==> config.mk <==
export PLATFORM = sky130hd
export DESIGN_NAME = llk_core
export DESIGN_NICKNAME = d
export VERILOG_FILES = /design/src/core/llk_pkg.sv /design/src/core/llk_decode.sv /design/src/core/llk_core.sv
export SDC_FILE = /design/constraint.sdc
export NUM_CORES = 1
export LEC_CHECK = 0
export ABC_CLOCK_PERIOD_IN_PS = 1820
export BUFFER_PORTS_ARGS = -buffer_cell sky130_fd_sc_hd__buf_2
export CORE_UTILIZATION = 49
export DETAILED_ROUTE_END_ITERATION = 8
export PLACE_DENSITY_LB_ADDON = 0.3
export REMOVE_ABC_BUFFERS = 1
export SLEW_MARGIN = 5
export SYNTH_ARGS = -nofsm -noshare
export SYNTH_HDL_FRONTEND = slang
export SYNTH_SLANG_ARGS = --single-unit
export TNS_END_PERCENT = 1
==> constraint.sdc <==
create_clock -name clk -period 1.82 [get_ports clk]
set_input_delay 0.182 -clock clk [delete_from_list [all_inputs] [get_ports clk]]
set_output_delay 0.182 -clock clk [all_outputs]
set_load 0.02 [all_outputs]
==> src/core/llk_pkg.sv <==
/*
 * Shared constants for the load-immediate-and-link decode block: field
 * positions of the 36-bit instruction word, the opcode, mode codes and
 * reset values.
 * Assumes bit 0 of the documented word is the most significant bit, so
 * documented bit n sits at vector index 35-n.
 */
package llk_pkg;

    localparam int          WORD_W       = 36;
    localparam int          DATA_W       = 18;
    // Field positions, given as vector indices.
    localparam int          OPC_HI       = 35;
    localparam int          OPC_LO       = 27;
    localparam int          REG_HI       = 26;
    localparam int          REG_LO       = 23;
    localparam int          IND_BIT      = 22;
    localparam int          MODE_HI      = 21;
    localparam int          MODE_LO      = 18;
    localparam int          IMM_HI       = 17;
    localparam int          IMM_LO       = 0;
    // Opcode 020 octal in the top nine bits.
    localparam logic [8:0]  LDL_OPCODE   = 9'h010;
    // Target register code that selects the program counter.
    localparam logic [3:0]  REG_PC       = 4'h2;
    // Mode codes; zero in the mode field means no mode change.
    localparam logic [3:0]  MODE_KEEP          = 4'h0;
    localparam logic [3:0]  program_mode_code  = 4'h1;
    localparam logic [3:0]  execute_mode_code  = 4'h2;
    localparam logic [3:0]  repeat_mode_code   = 4'h3;
    // Reset values.
    localparam logic [3:0]  MODE_RESET   = 4'h1;
    localparam logic [17:0] PC_RESET     = 18'h00000;
    localparam logic [17:0] AUX_RESET    = 18'h00000;

    typedef enum logic [0:0] {
        LLK_FETCH,
        LLK_WAIT
    } llk_state_t;

endpackage

==> src/core/llk_decode.sv <==
/*
 * Field decoder for one instruction word. Purely combinational.
 * Assumes the word is stable while the caller samples the outputs.
 */
`timescale 1ns/1ps
module llk_decode (
    input  wire logic [35:0] word,
    input  wire logic        mod_fitted,
    output logic             is_ldl,
    output logic [3:0]       reg_sel,
    output logic             indirect,
    output logic [3:0]       mode_field,
    output logic [17:0]      imm
);
    // Opcode match is gated by the option strap so an unmodified unit
    // passes the word on as an ordinary group-0 instruction.
    assign is_ldl     = mod_fitted &&
        (word[llk_pkg::OPC_HI:llk_pkg::OPC_LO] == llk_pkg::LDL_OPCODE);
    assign reg_sel    = word[llk_pkg::REG_HI:llk_pkg::REG_LO];
    assign indirect   = word[llk_pkg::IND_BIT];
    assign mode_field = word[llk_pkg::MODE_HI:llk_pkg::MODE_LO];
    assign imm        = word[llk_pkg::IMM_HI:llk_pkg::IMM_LO];
endmodule

==> src/core/llk_core.sv <==
/*
 * Channel-control fetch and execute logic for the load-immediate-and-link
 * instruction and its linked-jump form, including execute-mode fetching
 * through the auxiliary fetch-address register.
 * Assumes host memory answers each one-cycle read request with exactly
 * one mem_rvalid pulse, at least one cycle later, and that all inputs are
 * synchronous to clk.
 */
`timescale 1ns/1ps
module llk_core #(
    parameter int AW = 18
) (
    input  wire logic          clk,
    input  wire logic          rst,
    input  wire logic          run,
    input  wire logic          mod_fitted,
    input  wire logic          repeat_count_pos,
    output logic               mem_req,
    output logic [AW-1:0]      mem_addr,
    input  wire logic [35:0]   mem_rdata,
    input  wire logic          mem_rvalid,
    output logic               reg_wr,
    output logic [3:0]         reg_sel,
    output logic [17:0]        reg_data,
    output logic               insn_valid,
    output logic [35:0]        insn_word,
    output logic [AW-1:0]      pc,
    output logic [AW-1:0]      aux_fetch_address_reg,
    output logic [3:0]         mode
);

    // The address registers hold at most the 18-bit immediate field.
    if (AW < 1 || AW > llk_pkg::DATA_W) begin : g_aw_check
        $error("llk_core: AW must lie between 1 and 18");
    end

    typedef struct packed {
        llk_pkg::llk_state_t st;
        logic [AW-1:0]       pc;
        logic [AW-1:0]       aux;
        logic [3:0]          mode;
        logic                req;
        logic [AW-1:0]       addr;
        logic                wr;
        logic [3:0]          sel;
        logic [17:0]         data;
        logic                iv;
        logic [35:0]         iw;
    } llk_regs_t;

    llk_regs_t r_r;
    llk_regs_t r_nxt;

    logic        d_ldl;
    logic [3:0]  d_reg;
    logic        d_ind;
    logic [3:0]  d_mode;
    logic [17:0] d_imm;
    logic        accept;
    logic        ldl_go;
    logic        from_aux;

    llk_decode u_field (
        .word       (mem_rdata),
        .mod_fitted (mod_fitted),
        .is_ldl     (d_ldl),
        .reg_sel    (d_reg),
        .indirect   (d_ind),
        .mode_field (d_mode),
        .imm        (d_imm)
    );

    assign accept   = (r_r.st == llk_pkg::LLK_WAIT) && mem_rvalid;
    assign ldl_go   = accept && d_ldl;
    assign from_aux = (r_r.mode == llk_pkg::execute_mode_code);

    // Next-state logic: issue fetches, then retire the returned word.
    always_comb begin
        r_nxt     = r_r;
        r_nxt.req = 1'b0;
        r_nxt.wr  = 1'b0;
        r_nxt.iv  = 1'b0;
        case (r_r.st)
            llk_pkg::LLK_FETCH: begin
                if (run) begin
                    r_nxt.req = 1'b1;
                    r_nxt.st  = llk_pkg::LLK_WAIT;
                    if (from_aux) begin
                        r_nxt.addr = r_r.aux;
                        r_nxt.aux  = r_r.aux + 1'b1;
                    end else begin
                        r_nxt.addr = r_r.pc;
                        r_nxt.pc   = r_r.pc + 1'b1;
                    end
                end
            end
            llk_pkg::LLK_WAIT: begin
                if (mem_rvalid) begin
                    r_nxt.st = llk_pkg::LLK_FETCH;
                    if (d_ldl) begin
                        r_nxt.aux = r_r.addr + 1'b1;
                        if (!d_ind) begin
                            if (d_reg == llk_pkg::REG_PC) begin
                                r_nxt.pc = d_imm[AW-1:0];
                            end else begin
                                r_nxt.wr   = 1'b1;
                                r_nxt.sel  = d_reg;
                                r_nxt.data = d_imm;
                            end
                        end
                    end else begin
                        // Everything else goes to the rest of the unit.
                        r_nxt.iv = 1'b1;
                        r_nxt.iw = mem_rdata;
                    end
                end
            end
            default: begin
                r_nxt.st = llk_pkg::LLK_FETCH;
            end
        endcase
        // A mode carried by the instruction outranks the repeat exit, so
        // a chained jump can re-enter execute mode in the same cycle.
        if (ldl_go && d_mode != llk_pkg::MODE_KEEP) begin
            r_nxt.mode = d_mode;
        end else if (from_aux && repeat_count_pos) begin
            r_nxt.mode = llk_pkg::program_mode_code;
        end
    end

    // State register.
    always_ff @(posedge clk) begin
        if (rst) begin
            r_r      <= '0;
            r_r.st   <= llk_pkg::LLK_FETCH;
            r_r.pc   <= llk_pkg::PC_RESET[AW-1:0];
            r_r.aux  <= llk_pkg::AUX_RESET[AW-1:0];
            r_r.mode <= llk_pkg::MODE_RESET;
        end else begin
            r_r <= r_nxt;
        end
    end

    // Outputs come straight from the state register.
    assign mem_req               = r_r.req;
    assign mem_addr              = r_r.addr;
    assign reg_wr                = r_r.wr;
    assign reg_sel               = r_r.sel;
    assign reg_data              = r_r.data;
    assign insn_valid            = r_r.iv;
    assign insn_word             = r_r.iw;
    assign pc                    = r_r.pc;
    assign aux_fetch_address_reg = r_r.aux;
    assign mode                  = r_r.mode;
endmodule

# Word level (Yosys, flattened, before mapping)
# Cells that the tools add are included.
# W data, S select, Z words.
[word_totals]
regBits = 120
in_bits = 42
elab_cells = 58
[op_classes]
n_addsub = 3
n_eq_ne = 10
n_mux = 14
bitwise_logic = 5
reduce_logical = 15
[op_table]
columns = ["cell", "n"]
rows = [
  ["$mux W37", 3],
  ["$mux W18", 5],
  ["$pmux W37 S2", 1],
  ["$add A18 B1 Y18 const B", 3],
  ["$mux W36", 1],
  ["$mux W23", 1],
  ["$mux W19", 1],
  ["$ne A2 B2 Y1 const B", 5],
  ["$eq A9 B5 Y1 const B", 1],
  ["$eq A4 B2 Y1 const B", 2],
  ["$mux W4", 2],
  ["$reduce_and A6 Y1", 1],
  ["$logic_and A1 B1 Y1", 5],
  ["$not A1 Y1", 5],
  ["$reduce_and A5 Y1", 1],
  ["$reduce_or A5 Y1", 1],
  ["$ne A2 B1 Y1 const B", 2],
  ["$reduce_and A4 Y1", 1],
  ["$reduce_bool A4 Y1", 1],
  ["$reduce_and A3 Y1", 1],
  ["$reduce_or A3 Y1", 1],
  ["$reduce_and A2 Y1", 1],
  ["$reduce_bool A2 Y1", 1],
  ["$reduce_or A2 Y1", 1],
]

# Longest topological paths before layout
# Gate-level depths: netlist (run 1).
[depth]
depth_word = 6
ltp_mapped = 7
mapped_depth_nobuf = 6

# Modules after synthesis
# A second synthesis (run 1) with hierarchy kept.
[unflattened]
cells_unflattened = 881
area_unflattened_um2 = 6811.5
[modules_own_cells]
columns = ["mod", "instances", "cells_per_inst", "area_each_um2"]
rows = [
  ["llk_core", 1, 851, 6576.3],
  ["llk_decode", 1, 30, 235.2],
]

# Worst setup path after synthesis (run 1)
# OpenSTA, ideal clock, no wires.
[synth_timing]
kind = "input port to flip-flop"
start = "in mem_rdata[23]"
end = "reg pc[0] (netlist name)"
t_arrival_ns = 1.647
required_ns = 1.688
path_slack_ns = 0.041
path_stages = 7
path_buffers = 3
cell_sequence = "or4b_1 -> clkbuf_1 -> o32a_1 -> buf_2 -> buf_6 -> a211oi_2 -> nor3_1"
[synth_via]
elab_chain_len = 3
[synth_rtl]
columns = ["item", "line", "rtl"]
rows = [
  ["start: declaration", "llk_core.sv:20", "input wire logic [35:0] mem_rdata,"],
  ["$eq A4 B2 Y1", "llk_core.sv:103", "if (d_reg == llk_pkg::REG_PC) begin"],
  ["$ne A2 B1 Y1 (no source line)", "--", ""],
  ["$reduce_and A6 Y1 (no source line)", "--", ""],
]
# Every way passes these cells.
# A chain may end at the register's enable or synchronous reset.

# Worst setup path after layout (run 1)
[layout_timing]
start = "reg mode[0] (netlist name)"
end = "reg pc[14] (netlist name)"
[layout_via]
elab_chain_len = 3
[layout_rtl]
columns = ["item", "line", "rtl"]
rows = [
  ["$eq A4 B2 Y1", "llk_core.sv:75", "assign from_aux = (r_r.mode == llk_pkg::execute_mode_code);"],
  ["$ne A2 B2 Y1 (no source line)", "--", ""],
  ["$reduce_and A6 Y1 (no source line)", "--", ""],
]
# Every way passes these cells.

==> results of run 1 <==
## critical path, cell delays in order (launching register included)
cell and delay [ps]:
sky130_fd_sc_hd__dfxtp_1 340, sky130_fd_sc_hd__nor4b_4 300, sky130_fd_sc_hd__buf_6 170, sky130_fd_sc_hd__buf_4 160, sky130_fd_sc_hd__o32a_1 190, sky130_fd_sc_hd__buf_12 170, sky130_fd_sc_hd__nor3_1 60, sky130_fd_sc_hd__a31o_2 220
## layer usage
| metal | global-route usage | up-vias | part of all wire |
|---|---|---|---|
| met5 | 0 | - | 0 |
| met3 | 0.05699 | 22 | 0.068 |
| met4 | 0.08307 | 0 | 0.016 |
| li1 | - | 3034 | - |
| met1 | 0.3474 | 2941 | 0.44 |
| met2 | 0.4230 | 238 | 0.47 |
## through the flow
stage                     hold WS (ps)  total power [mW]  area [um2]  std cells
final                            26.63             6.958        8093       1128
after global routing             34.76             7.211        8093       1128
after CTS                        17.22             6.971        7995       1127
after detailed placement         444.1             3.676        7398       1095
after global placement           438.8             3.667        7398       1095
after floorplan                  244.4             3.246        5617        671
## cell usage in the layout, fill, tap and decap left out, types with 7 or more instances in the layout
cell type and count:
sky130_fd_sc_hd__buf_2 160, sky130_fd_sc_hd__nand2_1 148, sky130_fd_sc_hd__dfxtp_1 119, sky130_fd_sc_hd__buf_4 79, sky130_fd_sc_hd__a21oi_1 66, sky130_fd_sc_hd__nor2_1 55, sky130_fd_sc_hd__nor3_1 21, sky130_fd_sc_hd__a21oi_2 20
sky130_fd_sc_hd__o21ai_0 19, sky130_fd_sc_hd__a211oi_1 19, sky130_fd_sc_hd__mux2i_1 18, sky130_fd_sc_hd__nand3_1 17, sky130_fd_sc_hd__clkbuf_16 17, sky130_fd_sc_hd__nand4_1 16, sky130_fd_sc_hd__xnor2_1 12, sky130_fd_sc_hd__inv_1 11
sky130_fd_sc_hd__nor4_1 8, sky130_fd_sc_hd__a31oi_1 8, sky130_fd_sc_hd__xor2_1 7, sky130_fd_sc_hd__clkinvlp_4 7
## final cells by class
| cell class | count | area (um2) |
|---|---|---|
| clock buffer | 19 | 442.9 |
| clock inverter | 13 | 147.6 |
| fill | 1207 | 5202 |
| inverter | 11 | 41.29 |
| multi-input combinational | 540 | 3278 |
| sequential | 120 | 2404 |
| tap | 176 | 220.2 |
| timing repair buffer | 249 | 1559 |
## worst max path at each step
stage / cells after the start / startpoint / slack, ps / end
2_1_floorplan: 4 / mode[1] / -1510 / pc[14]
3_3_place_gp: 6 / mem_rdata[32] / -170 / reg_data[16]
3_5_place_dp: 6 / mem_rdata[32] / -210 / reg_data[16]
4_1_cts: 7 / r_r[119] / 0.01 / pc[17]
5_1_grt: 8 / mode[0] / -10 / aux_fetch_address_reg[0]
6_report: 7 / mode[0] / 90 / pc[14]
## what timing repair did
item                                    4_1_cts  5_1_grt
endpoints found under the setup margin        1       34
hold endpoints to repair                      0        0
resized for setup                             1       19
gates cloned                                  0        1
pin swaps                                     0        3
buffers inserted                              0        0
## cells by family after synthesis
family,count (synthesis)
fa+ha+maj,3
xor+xnor,19
flops,120
buf+inv,178
simple gates,310
mux,18
compound gates,190
## power by group through the flow
stage | clock network (mW) | registers, mW | logic, mW
after global placement | 0 | 2.83 | 0.837
after global routing | 3.49 | 2.79 | 0.938
after floorplan | 0 | 2.95 | 0.293
after detailed placement | 0 | 2.83 | 0.842
after CTS | 3.35 | 2.78 | 0.848
final | 3.31 | 2.78 | 0.864
==> impl_results.md, run 1 <==
* Result of the run: finished, final reports clean
* Achievable Freq at just under 600 MHz
* Initial antenna violation count at 0
* Adder-Cell Fraction of Synth Area at 0.005589
* Compound-cell area share of the yosys netlist at 0.1980
* Final worst path period need at between 1500 and 2000 ps
* Critical path peak fanout at 17
* Cell type contributing the most total cell area after synthesis: sky130_fd_sc_hd__dfxtp_1
* P_int at 5.101 mW
* TNS Setup at 0 ps
* Predominant post-synthesis flop cell: sky130_fd_sc_hd__dfxtp_1
* Number of DRC violations after detailed-routing iteration 0 at 576
* First drt pass iteration count at 5
* Worst VDD drop at about 810 uV
* Headroom to the max-slew limit at 0.4906
* Post-synthesis cell count at approximately 840
* Worst setup slack after layout at ~95 ps
* Per-instance average area after synthesis at 8.015 um2
* Arrival @ worst endpoint at 2030 ps
* Worst Setup Start Kind: flop
* Top-Level Pins at 161
* Number of cells traversed by the worst register-to-register path at 7
* Reg2Reg Setup Slack at 90 ps
* Number of port buffers at 160
* Max FFs per register at 36
* Share of post-route cells with drive strength above 1 at 0.3529
* Hold wc startpoint: mem_rdata[18]
* Cell leakage power at between 3 and 4 nW
* Post-synthesis sequential area ratio at 0.3577
* Worst Hold End: insn_word[18]
* Hold Path Depth at 3
* Final count of negative-setup-slack endpoints at 0
* Util after Layout at 0.6087
* Grt total ovfl at 0
* DR WL/cell at approximately 16 um
* Cell row count at 42
* Reg2Reg Launch Point: mode[0]
* Number of failing hold endpoints at the final stage at 0
* Unique cell type count in the Yosys netlist at between 60 and 70
* Gpl congestion at about 0.9
* Relative contribution of combinational cells to total power at 0.124
* Clock-pin transition on the worst setup and hold timing paths at 60 ps
* Startpoint-to-endpoint class of the critical path: reg2reg
* ANT cells at 0
* Number of global-route vias before repair at 5808
* First-pass GRT wire length at 29670 um
* Required time worst endpoint at 2130 ps
* # Max-Cap Violations at 0
* Die Ht at ~120 um
* Area Overhead vs Synth at 20.49%
* Type of the worst min-delay path: in2reg
* Final period util at 0.9479
* Number of buffers added to fix hold violations after cts at 0
* Starting Density at 0.5052
* Count of vias placed by the detailed router at between 6000 and 7000
* YS warnings at 0
* Number of nets in the layout at between 900 and 1000
* Clock network fraction of total power at 0.476
* Clock tree root buffer cell: sky130_fd_sc_hd__clkbuf_16
* Top cells by area, synth: sky130_fd_sc_hd__dfxtp_1 36%, sky130_fd_sc_hd__buf_4 13%, sky130_fd_sc_hd__nand2_1 8.4%, sky130_fd_sc_hd__a21oi_1 4.9%, sky130_fd_sc_hd__nor2_1 3.1%
* TritonCTS buffer count at 17
* Relative contribution of sequential cells to total power at 0.399
* Worst slack after detailed placement at -206.2 ps
* Proportion of register bits with asynchronous set or reset after synthesis at 0
* Area share of and/or/nand/nor cells after synthesis at 0.2172
* Unrepaired setup endpoints after global routing: yes
* Worst Setup End Kind: flop
* EDFF count, synth at 0
* Total net switching power at about 1.9 mW
* Library cell with the highest instance count after synthesis: sky130_fd_sc_hd__nand2_1
* Number of DRC violations after detailed routing at 0
* Largest net degree at the start of global routing at 75
* Chip Width at around 120 um
* Switching part of the total power at 0.2668
* Max Clock Skew at 7.517 ps
* CTS tree: done
* Portion of synthesized cell area occupied by the leading cell type at 0.3577
* Clk sink count at 120
* Source-to-sink clock delay at the later pin of the worst-skew pair at ~420 ps
* Power density relative to cell area at between 800 and 900 mW/mm2
* Max Transition Viols Final at 0
* Transition at the pin with the smallest max-transition slack at roughly 750 ps
* Number of levels the H-tree was split into at 4
* Multiplexer area fraction after synthesis at 0.02683
* Endpoint of the worst-slack reg-to-reg timing path: pc[14]
* Detailed Route WL at roughly 18000 um
* Combinational family with the most area after synthesis: simple AND/OR/NAND/NOR gates
* Clock buffer depth at 2
* Overall routing resource usage at 0.2622
* Detailed-route vias per instance at 5.527
* Fraction of synthesized cell area in xor and xnor cells at 0.02478
* Remaining number of nets flagged by the antenna check after routing at 0
* Syn Std Cell Area at 0.006716 mm2
* Total die area at ~0.014 mm2
* CORE AREA at between 0.01 and 0.015 mm2
* Post-synth top cells: 150 x sky130_fd_sc_hd__nand2_1, 120 x sky130_fd_sc_hd__dfxtp_1, 116 x sky130_fd_sc_hd__buf_4
* Post-detailed-placement half-perimeter wirelength at around 13000 um
* Synthesis-stage register bit count at 120
Note: power is estimated with default switching activity, not from simulation.
==> run 2: changes to the inputs <==
CORE_MARGIN = 1.5   (was unset)
==> impl_results.md, run 2 (synthesized netlist as in run 1, its figures left out) <==
* Arrival @ worst endpoint at 2100 ps (+70 ps)
* TritonCTS buffer count at 17 (unchanged)
* Hold wc startpoint: mem_rdata[24]
* Unrepaired setup endpoints after global routing: yes
* Clk sink count at 120 (unchanged)
* First drt pass iteration count at 7 (+2)
* Total die area at 0.01442 mm2 (+1.7%)
* Overall routing resource usage at 0.2620 (about the same)
* Detailed Route WL at 18630 um (+0.86%)
* First-pass GRT wire length at 30080 um (+1.4%)
* TNS Setup at 0 ps (unchanged)
* Number of buffers added to fix hold violations after cts at 0 (unchanged)
* Max FFs per register at 36 (unchanged)
* Die Ht at 120.1 um (+0.84%)
* Crit. Startpoint: r_r[119]
* Delay of the slowest cell on the worst path at 640 ps (+300 ps)
* Grt total ovfl at 0 (unchanged)
* Power density relative to cell area at 910.8 mW/mm2 (+5.9%)
* ANT cells at 0 (unchanged)
* Headroom to the max-slew limit at 0.4868 (-0.003813)
* Final period util at 0.9608 (+0.01287)
* Worst Setup Start Kind: flop
* Number of failing hold endpoints at the final stage at 0 (unchanged)
* Result of the run: finished, final reports clean
* Largest net degree at the start of global routing at 62 (-17%)
* Gpl congestion at 0.8664 (-3.4%)
* Power Total at 7.450 mW (+7.1%)
* Count of filler cells inserted in the layout at 1207 (unchanged)
* Number of global-route vias before repair at 5802 (-0.10%)
* Most frequent cells in the layout: 159 x sky130_fd_sc_hd__buf_2, 148 x sky130_fd_sc_hd__nand2_1, 119 x sky130_fd_sc_hd__dfxtp_1
* Detailed-route vias per instance at 5.493 (-0.62%)
* Most common cell after layout, fill and taps aside: sky130_fd_sc_hd__buf_2
* Slowest cell on the critical path: sky130_fd_sc_hd__or4_1
* Number of DRC violations after detailed routing at 0 (unchanged)
* Chip Width at 120.1 um (+0.84%)
* Clock tree root buffer cell: sky130_fd_sc_hd__clkbuf_16
* Critical path peak fanout at 4 (-13)
* Max Clock Skew at 5.457 ps (-2.060 ps)
* Transition at the pin with the smallest max-transition slack at 759.9 ps (+5.645 ps)
* Summed area of non-filler cells in the final layout at 0.008179 mm2 (+1.1%)
* Type of the worst min-delay path: in2reg
* Reg2Reg Launch Point: r_r[119]
* List of cells traversed by the critical path: nand2b_1 > or4_1 > a2bb2o_1 > o21ai_0 > a21oi_1
* Starting Density at 0.5052 (unchanged)
* Cell row count at 42 (unchanged)
* Top-Level Pins at 161 (unchanged)
* Startpoint-to-endpoint class of the critical path: reg2reg
* CTS tree: done
* Worst VDD drop at 659.3 uV (-19%)
* Endpoint of the worst-slack reg-to-reg timing path: aux_fetch_address_reg[17]
* Number of cells traversed by the worst register-to-register path at 5 (-2)
* Clock buffer depth at 2 (unchanged)
* Area Overhead vs Synth at 21.78%
* Worst Setup End Kind: flop
* Max Transition Viols Final at 0 (unchanged)
* Hold Path Depth at 3 (unchanged)
* Count of vias placed by the detailed router at 6246 (+0.18%)
* Share of post-route cells with drive strength above 1 at 0.3507 (-0.002265)
* Worst Hold End: insn_word[24]
* Number of DRC violations after detailed-routing iteration 0 at 607 (+5.4%)
* Final worst path period need at 1749 ps (+23.42 ps)
* Required time worst endpoint at 2170 ps (+40 ps)
* Remaining number of nets flagged by the antenna check after routing at 0 (unchanged)
* Initial antenna violation count at 0 (unchanged)
* Achievable Freq at 571.9 MHz (-1.3%)
* Number of levels the H-tree was split into at 4 (unchanged)
* Cell leakage power at 3.370 nW (+2.6%)
* Source-to-sink clock delay at the later pin of the worst-skew pair at 420 ps (about the same)
* Post-detailed-placement half-perimeter wirelength at 13310 um (+2.4%)
* Final count of negative-setup-slack endpoints at 0 (unchanged)
* Number of port buffers at 160 (unchanged)
* Number of nets in the layout at 993 (+0.91%)
* Placed Instance Area at 0.007453 mm2 (+0.74%)
* Clock-pin transition on the worst setup and hold timing paths at 50 ps (about the same)
* # Max-Cap Violations at 0 (unchanged)
* DR WL/cell at 16.38 um (about the same)
* CORE AREA at 0.01330 mm2 (unchanged)
* Reg2Reg Setup Slack at 70 ps (-20 ps)
run 2: cell count changes in the layout (fill, tap and decap cells not counted), moves of 4 or more:
cell / previous run / this run
sky130_fd_sc_hd__clkinvlp_4: 7 / 0
sky130_fd_sc_hd__nor4_1: 8 / 12
sky130_fd_sc_hd__buf_4: 79 / 90
sky130_fd_sc_hd__clkbuf_8: 1 / 6
run 2: worst max path at each step:
stage                                      endpoint  slack (ps)  cells past startpoint
final                     aux_fetch_address_reg[17]          70                      5
after global routing                         pc[14]         -50                      6
after CTS                 aux_fetch_address_reg[14]          30                      6
after detailed placement                    mode[0]        -220                      7
after global placement                      mode[0]        -170                      7
after floorplan                              pc[14]       -1510                      4
run 2: cell type report:
cell class                 instances  area [um2]  share of cell area
timing repair buffer             258        1617              0.1976
inverter                          11       41.29            0.005048
sequential                       120        2404              0.2939
multi-input combinational        540        3222              0.3939
clock buffer                      25       515.5             0.06303
clock inverter                     7       160.2             0.01958
tap                              176       220.2             0.02692
run 2: per-stage QoR:
stage | utilization | worst slack (ps) | hold WS [ps] | std cells
final | 0.6152 | 71.32 | 28.58 | 1137
after global routing | 0.6152 | -51.21 | 28.12 | 1137
after CTS | 0.6114 | 30.49 | 10.90 | 1136
after detailed placement | 0.5606 | -220.6 | 443.3 | 1104
after global placement | 0.5606 | -166.1 | 435.8 | 1104
after floorplan | - | -1506 | 244.4 | 671
run 2: what timing repair did:
action | in CTS | in global routing
resized for setup | 0 | 11
hold endpoints to repair | 0 | 0
endpoints found under the setup margin | 0 | 25
setup buffers | 0 | 1
run 2: report_power, final:
group | leakage (nW) | internal [mW] | switching, mW
Clock | 0.333 | 2.65 | 1.18
Combinational | 2.06 | 0.323 | 0.525
Sequential | 0.976 | 2.72 | 0.0628
Total | 3.37 | 5.68 | 1.77
run 2: layer usage:
layer,wire (um),global-route usage,share of wire,up-vias
li1,-,-,-,3054
met1,8480,0.3532,0.46,2935
met2,8690,0.4179,0.47,231
met3,1137,0.05038,0.061,26
met4,318,0.09301,0.017,0
met5,0,0,0,-
run 2: worst max-delay path: cells and delay by family, from the launching register on:
kind | cells | cell delay [ps]
AOI/OAI and AO/OA | 3 | 520
DFF | 1 | 330
and+or+nand+nor | 2 | 840
